[src/verilog/watchdog_timer_guard_pkg.sv]
package watchdog_timer_guard_pkg;

	// Mode register: fixed top field, stop bit, clock select, overflow select
	localparam logic [7:0] MODE_FIXED_MASK = 8'hE0;
	localparam logic [7:0] MODE_FIXED_PAT = 8'h60;
	localparam logic [7:0] MODE_RESET = 8'h67;
	localparam int STOP_BIT = 4;
	localparam int CLK_SEL_BIT = 3;
	localparam int OVF_SEL_HI = 2;
	localparam int OVF_SEL_LO = 0;

	// Restart register key and fixed read-back value
	localparam logic [7:0] RESTART_KEY = 8'hAC;
	localparam logic [7:0] RESTART_READBACK = 8'h9A;

	// Register selects on the CPU access port
	localparam logic REG_MODE = 1'b0;
	localparam logic REG_RESTART = 1'b1;

	// Counter sizing: overflow select 0 trips at 2**OVF_BASE ticks
	localparam int OVF_BASE = 10;
	localparam int CNT_W_DEFAULT = 18;
	localparam int OVF_SEL_W = OVF_SEL_HI - OVF_SEL_LO + 1;

	// Wait cycles inserted on a mode register write
	localparam int MODE_WAIT_CYCLES = 1;

	typedef enum logic [1:0]
	{
		CFG_OPEN = 2'b00,
		CFG_LOCKED = 2'b01,
		CFG_HALTED = 2'b11
	} cfg_state_t;

endpackage : watchdog_timer_guard_pkg

[src/verilog/watchdog_timer_guard.sv]
`timescale 1ns/1ps
// Overview of operation
// - A mode register write inserts one bus wait cycle; no writes on subsystem clock.
// - Non-stoppable option: differing values in the top three mode bits are ignored.
// - After reset exactly one full-byte write configures the mode register.
// - Any further write attempt to the mode register raises internal reset, except once the stop bit has halted the watchdog.
// - Misuse while source clock stopped: reset is held until the clock resumes.
// - Single-bit accesses cannot set the mode register.
// - Stoppable option: stop bit halts the watchdog for good, no reset on clear.
// - Any restart register byte other than the key raises internal reset.
// - A single-bit access to the restart register raises internal reset.
// - Reading the restart register always returns the fixed read-back value.
// - Non-stoppable option: the watchdog counts always, even in stop mode.
// - Non-stoppable option: overflow in stop mode raises internal reset.
// - Stoppable option: counting is suspended in halt or stop mode.
// - After halt or stop, counting resumes on the previously selected clock.
// - After halt or stop, the counter keeps its count.
module watchdog_timer_guard
#(
	parameter int CNT_W = watchdog_timer_guard_pkg::CNT_W_DEFAULT
)
(
	input wire logic clock,
	input wire logic rst,
	input wire logic ce,
	input wire logic option_stoppable,
	input wire logic halt_mode,
	input wire logic stop_mode,
	input wire logic src_run,
	input wire logic src_tick_main,
	input wire logic src_tick_alt,
	input wire logic acc_wr,
	input wire logic acc_rd,
	input wire logic acc_sel,
	input wire logic acc_bit_op,
	input wire logic [7:0] acc_wdata,
	output logic [7:0] rd_data,
	output logic bus_wait,
	output logic chip_reset_req,
	output logic wdt_running,
	output watchdog_timer_guard_pkg::cfg_state_t cfg_state
);
	import watchdog_timer_guard_pkg::*;

	// Overflow index must stay inside the counter for every select value
	initial
	begin
		if (CNT_W < OVF_BASE + (1 << OVF_SEL_W))
		begin
			$error("CNT_W too small for the overflow select range");
		end
		if (MODE_WAIT_CYCLES < 1 || MODE_WAIT_CYCLES > 256)
		begin
			$error("MODE_WAIT_CYCLES outside the wait counter range");
		end
		if ((1 << $clog2(CNT_W)) < OVF_BASE + (1 << OVF_SEL_W))
		begin
			$error("Overflow index too narrow for the select range");
		end
	end

	logic [7:0] watchdog_mode_reg;
	logic [CNT_W-1:0] count;
	logic misuse_pend;
	cfg_state_t next_cfg_state;
	logic [7:0] next_mode;

	logic mode_wr;
	logic restart_wr;
	logic mode_accept;
	logic mode_misuse;
	logic restart_misuse;
	logic restart_ok;
	logic misuse_now;
	logic suspend;
	logic src_active;
	logic tick;
	logic count_en;
	logic [OVF_SEL_W-1:0] ovf_sel;
	logic [$clog2(CNT_W)-1:0] ovf_idx;
	logic ovf_hit;
	logic low_power;
	logic stop_req;
	logic tick_sel;
	logic [7:0] wait_left;
	logic [7:0] next_rd_data;
	logic [CNT_W-1:0] next_count;
	logic next_misuse_pend;
	logic next_reset_req;

	assign mode_wr = ce && acc_wr && (acc_sel == REG_MODE);
	assign restart_wr = ce && acc_wr && (acc_sel == REG_RESTART);

	// Only the first full-byte write after reset is taken
	assign mode_accept = mode_wr && !acc_bit_op && (cfg_state == CFG_OPEN);

	// A write of any width after configuration is a misuse
	assign mode_misuse = mode_wr && (cfg_state != CFG_OPEN);

	assign restart_misuse = restart_wr && (acc_bit_op || acc_wdata != RESTART_KEY);
	assign restart_ok = restart_wr && !acc_bit_op && (acc_wdata == RESTART_KEY);

	assign misuse_now = mode_misuse || restart_misuse;

	// Low-power suspend only exists in the stoppable option
	assign low_power = halt_mode || stop_mode;
	assign suspend = option_stoppable && low_power;

	// Stop request only honoured where software may stop the oscillator
	assign stop_req = option_stoppable && acc_wdata[STOP_BIT];

	// Source clock counts as stopped when gated off by software or low power
	assign src_active = src_run && !suspend && (cfg_state != CFG_HALTED);

	// Clock select bit survives low power, so resume uses the same source
	assign tick_sel = watchdog_mode_reg[CLK_SEL_BIT];
	assign tick = tick_sel ? src_tick_alt : src_tick_main;

	assign count_en = ce && src_active && tick;

	assign ovf_sel = watchdog_mode_reg[OVF_SEL_HI:OVF_SEL_LO];
	assign ovf_idx = ($clog2(CNT_W))'(OVF_BASE + int'(ovf_sel));
	assign ovf_hit = count[ovf_idx];

	// Stored mode value for the accepted write
	always_comb
	begin
		next_mode = acc_wdata;
		if (!option_stoppable)
		begin
			next_mode = (acc_wdata & ~MODE_FIXED_MASK) | MODE_FIXED_PAT;
		end
	end

	// Configuration state; a halted watchdog never comes back
	always_comb
	begin
		next_cfg_state = cfg_state;
		case (cfg_state)
			CFG_OPEN:
			begin
				if (mode_accept)
				begin
					if (stop_req)
					begin
						next_cfg_state = CFG_HALTED;
					end
					else
					begin
						next_cfg_state = CFG_LOCKED;
					end
				end
			end
			CFG_LOCKED:
			begin
				next_cfg_state = CFG_LOCKED;
			end
			CFG_HALTED:
			begin
				// Clearing the stop bit is impossible and would not restart
				next_cfg_state = CFG_HALTED;
			end
			default:
			begin
				next_cfg_state = CFG_OPEN;
			end
		endcase
	end

	always_ff @(posedge clock or posedge rst)
	begin
		if (rst)
		begin
			cfg_state <= CFG_OPEN;
		end
		else if (ce)
		begin
			cfg_state <= next_cfg_state;
		end
	end

	// Write-once mode register
	always_ff @(posedge clock or posedge rst)
	begin
		if (rst)
		begin
			watchdog_mode_reg <= MODE_RESET;
		end
		else if (mode_accept)
		begin
			watchdog_mode_reg <= next_mode;
		end
	end

	// Wait stretcher on every mode register write; counted so a slower bus can widen it
	always_ff @(posedge clock or posedge rst)
	begin
		if (rst)
		begin
			wait_left <= 8'h00;
			bus_wait <= 1'b0;
		end
		else if (ce)
		begin
			if (mode_wr)
			begin
				wait_left <= 8'(MODE_WAIT_CYCLES - 1);
				bus_wait <= 1'b1;
			end
			else if (wait_left != 8'h00)
			begin
				wait_left <= wait_left - 8'h01;
				bus_wait <= 1'b1;
			end
			else
			begin
				bus_wait <= 1'b0;
			end
		end
	end

	// Read data holds between reads
	always_comb
	begin
		next_rd_data = rd_data;
		if (acc_rd)
		begin
			case (acc_sel)
				REG_RESTART:
				begin
					next_rd_data = RESTART_READBACK;
				end
				default:
				begin
					next_rd_data = watchdog_mode_reg;
				end
			endcase
		end
	end

	// Read data; the restart register never echoes the key
	always_ff @(posedge clock or posedge rst)
	begin
		if (rst)
		begin
			rd_data <= 8'h00;
		end
		else if (ce)
		begin
			rd_data <= next_rd_data;
		end
	end

	// Restart beats a tick in the same cycle, so a late key still buys a full interval
	always_comb
	begin
		next_count = count;
		if (restart_ok)
		begin
			next_count = '0;
		end
		else if (count_en && !ovf_hit)
		begin
			next_count = count + 1'b1;
		end
	end

	// Counter holds while suspended instead of clearing
	always_ff @(posedge clock or posedge rst)
	begin
		if (rst)
		begin
			count <= '0;
		end
		else if (ce)
		begin
			count <= next_count;
		end
	end

	// Pending misuse is never dropped; only chip reset clears it
	always_comb
	begin
		next_misuse_pend = misuse_pend;
		if (misuse_now)
		begin
			next_misuse_pend = 1'b1;
		end
	end

	// Misuse seen while the source is stopped waits here
	always_ff @(posedge clock or posedge rst)
	begin
		if (rst)
		begin
			misuse_pend <= 1'b0;
		end
		else if (ce)
		begin
			misuse_pend <= next_misuse_pend;
		end
	end

	// Causes fire only while the source runs; a stopped source defers them
	always_comb
	begin
		next_reset_req = chip_reset_req;
		if ((misuse_now || misuse_pend) && src_active)
		begin
			next_reset_req = 1'b1;
		end
		if (ovf_hit && src_active)
		begin
			next_reset_req = 1'b1;
		end
	end

	// Internal reset request stays up until the chip reset clears it
	always_ff @(posedge clock or posedge rst)
	begin
		if (rst)
		begin
			chip_reset_req <= 1'b0;
		end
		else if (ce)
		begin
			chip_reset_req <= next_reset_req;
		end
	end

	// Running status for software visibility
	always_ff @(posedge clock or posedge rst)
	begin
		if (rst)
		begin
			wdt_running <= 1'b0;
		end
		else if (ce)
		begin
			wdt_running <= src_active;
		end
	end

endmodule : watchdog_timer_guard

[config.mk]
export PLATFORM = sky130hd
export DESIGN_NAME = watchdog_timer_guard
export DESIGN_NICKNAME = d
export VERILOG_FILES = /design/src/verilog/watchdog_timer_guard_pkg.sv /design/src/verilog/watchdog_timer_guard.sv
export SDC_FILE = /design/constraint.sdc
export NUM_CORES = 1
export LEC_CHECK = 0
export ABC_AREA = 1
export BUFFER_PORTS_ARGS = -buffer_cell sky130_fd_sc_hd__buf_2
export CAP_MARGIN = 20
export CORE_MARGIN = 2
export CORE_UTILIZATION = 59
export CTS_CLUSTER_DIAMETER = 120
export DETAILED_ROUTE_END_ITERATION = 12
export GPL_TIMING_DRIVEN = 0
export PLACE_DENSITY_LB_ADDON = 0.2
export SYNTH_ARGS = -nofsm -noshare
export SYNTH_HDL_FRONTEND = slang
export SYNTH_SLANG_ARGS = --single-unit
[constraint.sdc]
create_clock -name clock -period 5.3 [get_ports clock]
set_input_delay 1.59 -clock clock [delete_from_list [all_inputs] [get_ports clock]]
set_output_delay 1.59 -clock clock [all_outputs]
set_load 0.02 [all_outputs]
# ---- After elaboration in Yosys (flattened, before gate mapping)
# Cells that the tools add are included.
dict set report op_classes {
  addsub 3
  n_lt_le_gt_ge 1
  eq_ne 6
  n_mux 16
  n_bitwise 1
  n_reduce_logical 37
}
# op count
set op_table {}
lappend op_table {{18-bit 2-to-1 mux} 2}
lappend op_table {{8-bit 2-to-1 mux} 4}
lappend op_table {{18-bit by 1-bit adder with 18-bit output, second input constant} 1}
lappend op_table {{1-bit logical AND} 18}
lappend op_table {{2-bit AND reduction} 6}
lappend op_table {{8-bit == test, second input constant} 1}
lappend op_table {{8-bit inequality test, second input constant} 1}
lappend op_table {{2-bit nonzero test} 4}
lappend op_table {{8-bit nonzero test} 1}
lappend op_table {{8-bit by 1-bit subtractor with 8-bit output, second input constant} 1}
lappend op_table {{5-bit by 6-bit less-than comparator with 1-bit output, second input constant} 1}
lappend op_table {{1-bit 2-to-1 mux} 6}
lappend op_table {{2-bit one-hot mux with 3 select lines} 1}
lappend op_table {{4-bit by 3-bit adder with 5-bit output, first input constant} 1}
lappend op_table {{1-bit binary-select mux with 5-bit select} 1}
lappend op_table {{1-bit logical OR} 4}
lappend op_table {{2-bit 2-to-1 mux} 2}
lappend op_table {{2-bit inequality test, second input constant} 2}
lappend op_table {{1-bit logical NOT} 3}
lappend op_table {{2-bit by 1-bit == test with 1-bit output, second input constant} 1}
lappend op_table {{2-bit == test, second input constant} 1}
lappend op_table {{2-bit logical NOT} 1}
lappend op_table {{1-bit inverter} 1}
dict set report totals {
  regBits 48
  in_bits 21
  out_inout_bits 13
  word_cells 73
}

# ---- Depth between registers and ports, before layout
# Gate-level depths: netlist of the first run.
dict set report depth {
  depth_word 10
  ltp_mapped 11
  ltp_nobuf 11
}

# ---- Worst setup path before layout of the first run
# OpenSTA, ideal clock, no wires.
dict set report synth_timing {
  path_kind {input-to-reg}
  from {input acc_wdata[4]}
  to {register count[13]}
  setup_ns 0.117
  arrival_ns 2.490
  required_ns 5.183
  slack_ns 2.693
  cell_stages 9
  n_path_buf 1
  cell_sequence {inv_2 > nand2_1 > nor3_2 > nand4_2 > inv_2 > buf_6 > nor2_1 > nand2_1 > nand2_1}
}
dict set report synth_between {
  elab_chain_cells 4
  elab_cells_between_ends 5
  cone_classes {eq/ne (1); mux (1); reduce/logical (3)}
}
# item line
set synth_lines {}
lappend synth_lines {{start, declared} watchdog_timer_guard.sv:36} ;# input wire logic [7:0] acc_wdata,
lappend synth_lines {{8-bit == test *} watchdog_timer_guard.sv:101} ;# assign restart_ok = restart_wr && !acc_bit_op && (acc_wdata == RESTART_KEY);
lappend synth_lines {{1-bit logical AND *} watchdog_timer_guard.sv:101}
lappend synth_lines {{2-bit nonzero test (no source line)} -}
lappend synth_lines {{2-bit AND reduction (no source line)} -}
lappend synth_lines {{end signal, assigned} watchdog_timer_guard.sv:277} ;# count <= next_count;
lappend synth_lines {{end, declared} watchdog_timer_guard.sv:63} ;# logic [CNT_W-1:0] count;
# Every way passes the cells marked *; elsewhere a longest branch is shown, timed or not.
# A chain may end at the register's enable or synchronous reset.

# ---- Worst setup path in the final report of the first run
dict set report layout_timing {
  from {input acc_wdata[4]}
  to {register count[9]}
}
# Same word-level chain as after synthesis.

==> results_dict.tcl, run 1 <==
set metrics [dict create \
    drtIter0Drc 137 \
    cts.sinks 48 \
    syn_inst 393 \
    antenna_found_initial 0 \
    wirelength_um 6070 \
    rows 25 \
    ys.flop_type "dfrtp_1" \
    max_freq_ghz 0.378 \
    gp_congestion 0.958 \
    grt_usage_pct 24.2 \
    yosys-top-cells-area "dfrtp_1 (37%), nand2_1 (16%), nand3_1 (6.7%), inv_1 (5.8%), nor2_1 (5.4%)" \
    largest_register "count" \
    worstMarginPinSlew_ns 0.433 \
    syn_area_per_cell_um2 7.38 \
    reg2reg_to "count[6]" \
    yosysWarnings 0 \
    io_pins 34 \
    synth_edf_count 0 \
    initial_core_util_pct 61.4 \
    antenna_left 0 \
    grt_pass1_wl_um 10500 \
    pre_cts_ws_ns 2.32 \
    synth-seq-cells 48 \
    drive_gt1_share_pct 19.3 \
    nFillCells 408 \
    max_slew_margin_pct 70.9 \
    timing.rr.start "watchdog_mode_reg[1]" \
    status "complete, no violations" \
    cts_setup_buffers 0 \
    timing.final.ws_setup_ns 2.65 \
    htreeDepth 2 \
    crit_top_cell "nand2_1" \
    vias_per_cell 5.12 \
    worst_hold_path_type "flop to flop" \
    syn_area_um2 2900 \
    rr_worst_depth 10 \
    fin_skew_ns 0.00970 \
    drc 0 \
    critPathMaxStageDelay_ns 0.28 \
    arrival_ns 2.84 \
    maxCapViolations 0 \
    synth_top_area_share_pct 37.1 \
    ys_async_sr_fraction_pct 100 \
    finalSetupTns_ns 0 \
    ctsLongestPathBuffers 2 \
    finalHoldViolCount 0 \
    final.min_clock_period_ns 2.65 \
    die_area_um2 5490 \
    vias 2568 \
    crit_fanout 10 \
    critPathSlowestCell "nor3_2" \
    startpoint "acc_wdata[4]" \
    cp-endpoint "count[9]" \
    netlist_top_cells_count "nand2_1 (125), inv_1 (45), dfrtp_1 (43), nor2_1 (42), nand3_1 (39)" \
    routedWlPerCell_um 12.1 \
    synth_nets 418 \
    finalNetCount 459 \
    cts_tree "yes" \
    syn2layout_area_growth_pct 13.0 \
    diodes 0 \
    portBuffers 33 \
    cts_resized 0 \
    grt_start_max_net_pins 36 \
    grt_overflow 0 \
    rsz0062_at_grt "false" \
    largest_reg_flops 18 \
    pwr_density_cell_nw_per_um2 302 \
    required_ns 5.49 \
    die_width_um 74.1 \
    cts_buffers 5 \
    ir_worst_vdd_mv 0.169 \
    insertion_delay_ns 0.30 \
    drt_pass1_iterations 4 \
    p_leak_uw 0.00165 \
    core_um2 4720 \
    cts_root_buffer "clkbuf_8" \
    synth_top_area_cell "dfrtp_1" \
    period_share_pct 49.9 \
    path_class "input port to flop" \
    grt_pass1_vias 2386 \
    finalSetupViolCount 0 \
    reg2reg_slack_ns 3.39 \
    slew_violations 0 \
    critPathLaunchType "input port" \
    synth-seq-area-share_pct 41.6 \
    crit_path_end_kind "flop" \
    synth_cell_types 34 \
    die_h_um 74.1 \
    clk_pin_slew_ns 0.09 \
    crit_path_cell_trace "buf_2, inv_2, nand2_1, nor3_2, nand4_2, inv_2, buf_6, nor2_1, nand2_1, nand2_1" \
    synthMostInstantiatedCell "nand2_1" \
    hold_buffers 0 \
    detailed_place_hpwl_um 4590 \
]
[per-stage QoR]
stage	instance area, µm²	power, µW	util, %	hold slack, ns	instances
after floorplan	2900	668	-	0.443	393
after global placement	3150	721	66.6	0.456	493
after detailed placement	3170	736	67.1	0.468	494
after CTS	3280	999	69.4	0.484	502
after global routing	3280	1060	69.4	0.509	502
final	3280	990	69.4	0.483	502
[worst min-delay path by stage]
stage                               startpoint                   end  cells after the start
final                     watchdog_mode_reg[6]  watchdog_mode_reg[6]                      2
after global routing      watchdog_mode_reg[6]  watchdog_mode_reg[6]                      2
after CTS                 watchdog_mode_reg[6]  watchdog_mode_reg[6]                      2
after detailed placement            rd_data[7]            rd_data[7]                      2
after global placement    watchdog_mode_reg[5]  watchdog_mode_reg[5]                      2
after floorplan           watchdog_mode_reg[5]  watchdog_mode_reg[5]                      2
[layer usage]
metal / wire length [µm] / vias up / track usage (%) / share of wire, %
met3: 238 / 16 / 4.20 / 3.9
li1: - / 1318 / - / -
met2: 2850 / 56 / 40.0 / 47
met1: 2820 / 1178 / 31.5 / 46
met4: 154 / 0 / 10.3 / 2.5
met5: 0 / - / 0 / 0
[final cells by class]
| class | instances | area, µm² | area share, % |
|---|---|---|---|
| multi-input cells | 288 | 1450 | 44.2 |
| flip-flops and latches | 48 | 1210 | 36.9 |
| inverters | 52 | 195 | 5.96 |
| repair buffers | 34 | 185 | 5.65 |
| well taps | 67 | 83.8 | 2.56 |
| clock buffers | 6 | 72.6 | 2.22 |
| plain buffers | 5 | 47.5 | 1.45 |
| clock inverters | 2 | 35.0 | 1.07 |
[power by group]
| group | leakage (µW) | internal (µW) | switching (µW) |
|---|---|---|---|
| combinational | 0.000986 | 100 | 167 |
| clock | 0.0000552 | 140 | 120 |
| sequential | 0.000609 | 420 | 43.2 |
| total | 0.00165 | 660 | 330 |
[worst max-delay path, delay by kind of cell]
kind / cells / cell delay (ns)
and+or+nand+nor: 6 / 0.77
buffers and inverters: 4 / 0.47
[cells in the final DEF (no fill, tap or decap), types with 3 or more instances in the layout]
cell type	count
nor2_4	3
dfstp_2	5
buf_2	34
o21ai_0	19
nand2_2	9
nand4_1	3
nand3_2	3
nand4_2	3
xor2_1	9
nor3_1	6
inv_1	44
nand2_1	125
inv_2	8
a21oi_1	6
clkbuf_8	5
dfrtp_1	43
nand3_1	39
o31ai_1	4
ha_1	4
nor2_1	42
[cells by family (layout without fill, tap and decap cells)]
| family | Yosys count | count (layout) | synth area share [%] |
|---|---|---|---|
| compound gates | 32 | 32 | 6.30 |
| xor+xnor | 10 | 10 | 3.02 |
| fa+ha+maj | 4 | 4 | 1.73 |
| buf+inv | 57 | 99 | 8.37 |
| flops | 48 | 48 | 41.6 |
| mux | 1 | 1 | 0.345 |
| simple gates | 241 | 241 | 38.6 |
Power figures use the tool's default switching activity.
==> run 2: changes to the inputs <==
Settings changed: CORE_UTILIZATION 59 to 53.
Clock period 5.3 ns to 2.2 ns, I/O delays scaled along.
==> run 2 against run 1 <==
Against the previous run:
- clock skew down 0.0033 ns
- non-clock buffer count unchanged
- via count up 2.7%
- die area up 11%
- design area up 0.53%
- core utilization down 6.1 points
- first-iteration DRC count up 17%
- critical path type is now flop to flop
==> results_dict.tcl, run 2 (synthesized netlist as in run 1, its figures left out) <==
set metrics [dict create \
    status "complete, no violations" \
    cts.sinks 48 \
    drive_gt1_share_pct 19.5 \
    period_share_pct 87.1 \
    htreeDepth 2 \
    initial_core_util_pct 55.7 \
    crit_fanout 10 \
    syn2layout_area_growth_pct 13.6 \
    rsz0062_at_grt "false" \
    path_class "flop to flop" \
    antenna_found_initial 0 \
    slew_violations 0 \
    fin_skew_ns 0.00638 \
    final_cell_mix "nand2_1 (125), inv_1 (44), dfrtp_1 (43), nor2_1 (42), nand3_1 (39)" \
    drt_pass1_iterations 4 \
    die_area_um2 6080 \
    cts_buffers 5 \
    antenna_left 0 \
    p_sw_uw 806 \
    core_um2 5200 \
    ctsLongestPathBuffers 2 \
    pre_cts_ws_ns 0.130 \
    p_int_uw 1620 \
    die_h_um 78.0 \
    critPathSlowestCell "dfstp_2" \
    grt_usage_pct 22.1 \
    diodes 0 \
    io_pins 34 \
    drc 0 \
    grt_start_max_net_pins 43 \
    finalSetupViolCount 0 \
    drtIter0Drc 160 \
    pwr_density_cell_nw_per_um2 738 \
    critPathLaunchType "flop" \
    grt_pass1_vias 2432 \
    utilization_pct 63.3 \
    cts_root_buffer "clkbuf_8" \
    power.total_uw 2430 \
    largest_register "count" \
    cts_tree "yes" \
    maxCapViolations 0 \
    crit_path_cell_trace "ha_1, inv_1, nand3_1, nand3b_1, nand3_2, nand3_4, nand2_4, buf_12, nand2_1, nand2_1" \
    cts_setup_buffers 0 \
    wirelength_um 6240 \
    finalNetCount 459 \
    nFillCells 480 \
    detailed_place_hpwl_um 4590 \
    worstMarginPinSlew_ns 0.391 \
    die_width_um 78.0 \
    hold_buffers 0 \
    p_seq_share_pct 45.7 \
    arrival_ns 2.12 \
    layout_commonest_cell "nand2_1" \
    largest_reg_flops 18 \
    crit_top_cell "nand2_1" \
    vias 2637 \
    routedWlPerCell_um 12.4 \
    required_ns 2.40 \
    swShare_pct 33.2 \
    gp_congestion 0.925 \
    finalHoldViolCount 0 \
    max_freq_ghz 0.522 \
    grt_overflow 0 \
    max_slew_margin_pct 73.8 \
    vias_per_cell 5.22 \
    worst_hold_path_type "input port to async pin" \
    hold_ws_ns 0.233 \
    place_area_um2 3170 \
    clk_pin_slew_ns 0.09 \
    p_leak_uw 0.00166 \
    clock_power_share_pct 27.9 \
    rows 26 \
    insertion_delay_ns 0.30 \
    cts_resized 0 \
    crit_path_end_kind "flop" \
    timing.final.ws_setup_ns 0.283 \
    ir_worst_vdd_mv 0.515 \
    fin_area_um2 3290 \
    p_comb_share_pct 26.3 \
    grt_pass1_wl_um 10700 \
    final.min_clock_period_ns 1.92 \
    critPathMaxStageDelay_ns 0.59 \
    portBuffers 33 \
]
## run 2: cell count changes in the layout (fill, tap and decap cells not counted)
cell	change
clkinv_2	-1
clkinv_4	+1
clkbuf_8	+1
clkbuf_1	-1
## run 2: final cells by class
| cell class | instances | area [µm²] | area share [%] |
|---|---|---|---|
| plain buffers | 5 | 47.5 | 1.44 |
| clock buffers | 6 | 82.6 | 2.51 |
| clock inverters | 2 | 38.8 | 1.18 |
| inverters | 52 | 195 | 5.93 |
| multi-input cells | 288 | 1450 | 44.0 |
| flip-flops and latches | 48 | 1210 | 36.7 |
| well taps | 70 | 87.6 | 2.66 |
| repair buffers | 34 | 185 | 5.62 |
## run 2: critical path: cells and delay by family (launching register included)
family                   cells  cell delay, ns
AND/OR/NAND/NOR              7            0.65
flip-flops                   1            0.59
adder cells (fa/ha/maj)      1            0.28
buffers and inverters        2            0.28
## run 2: layer usage
metal  GRT usage, %  share of wire, %
met5              0                 0
met4           6.84               1.8
met3           4.65               4.6
met2           37.2                48
met1           28.4                45
## run 2: final timing paths
path                            depth (start not counted)                    to  slack (ns)                  from
max in group asynchronous                               3  watchdog_mode_reg[0]        1.44                   rst
worst max register to register                         10              count[6]        0.28  watchdog_mode_reg[1]
worst min-delay path                                    2          wait_left[2]        0.23                   rst
min in group clock                                      2  watchdog_mode_reg[5]        0.46  watchdog_mode_reg[5]
worst max-delay path                                   10              count[6]        0.28  watchdog_mode_reg[1]
worst min register to register                          2  watchdog_mode_reg[5]        0.46  watchdog_mode_reg[5]
## run 2: power groups by stage
| stage | sequential [µW] | clock [µW] | combinational (µW) |
|---|---|---|---|
| after floorplan | 1140 | 0 | 472 |
| after global placement | 1120 | 0 | 615 |
| after detailed placement | 1120 | 0 | 648 |
| after CTS | 1110 | 693 | 648 |
| after global routing | 1130 | 735 | 735 |
| final | 1110 | 679 | 640 |
## run 2: stage by stage
| stage | TNS, ns | cells |
|---|---|---|
| global route | 0 | 505 |
| CTS | 0 | 505 |
| floorplan | 0 | 393 |
| global placement | -10.97 | 496 |
| detailed placement | 0 | 497 |
| finish | 0 | 505 |
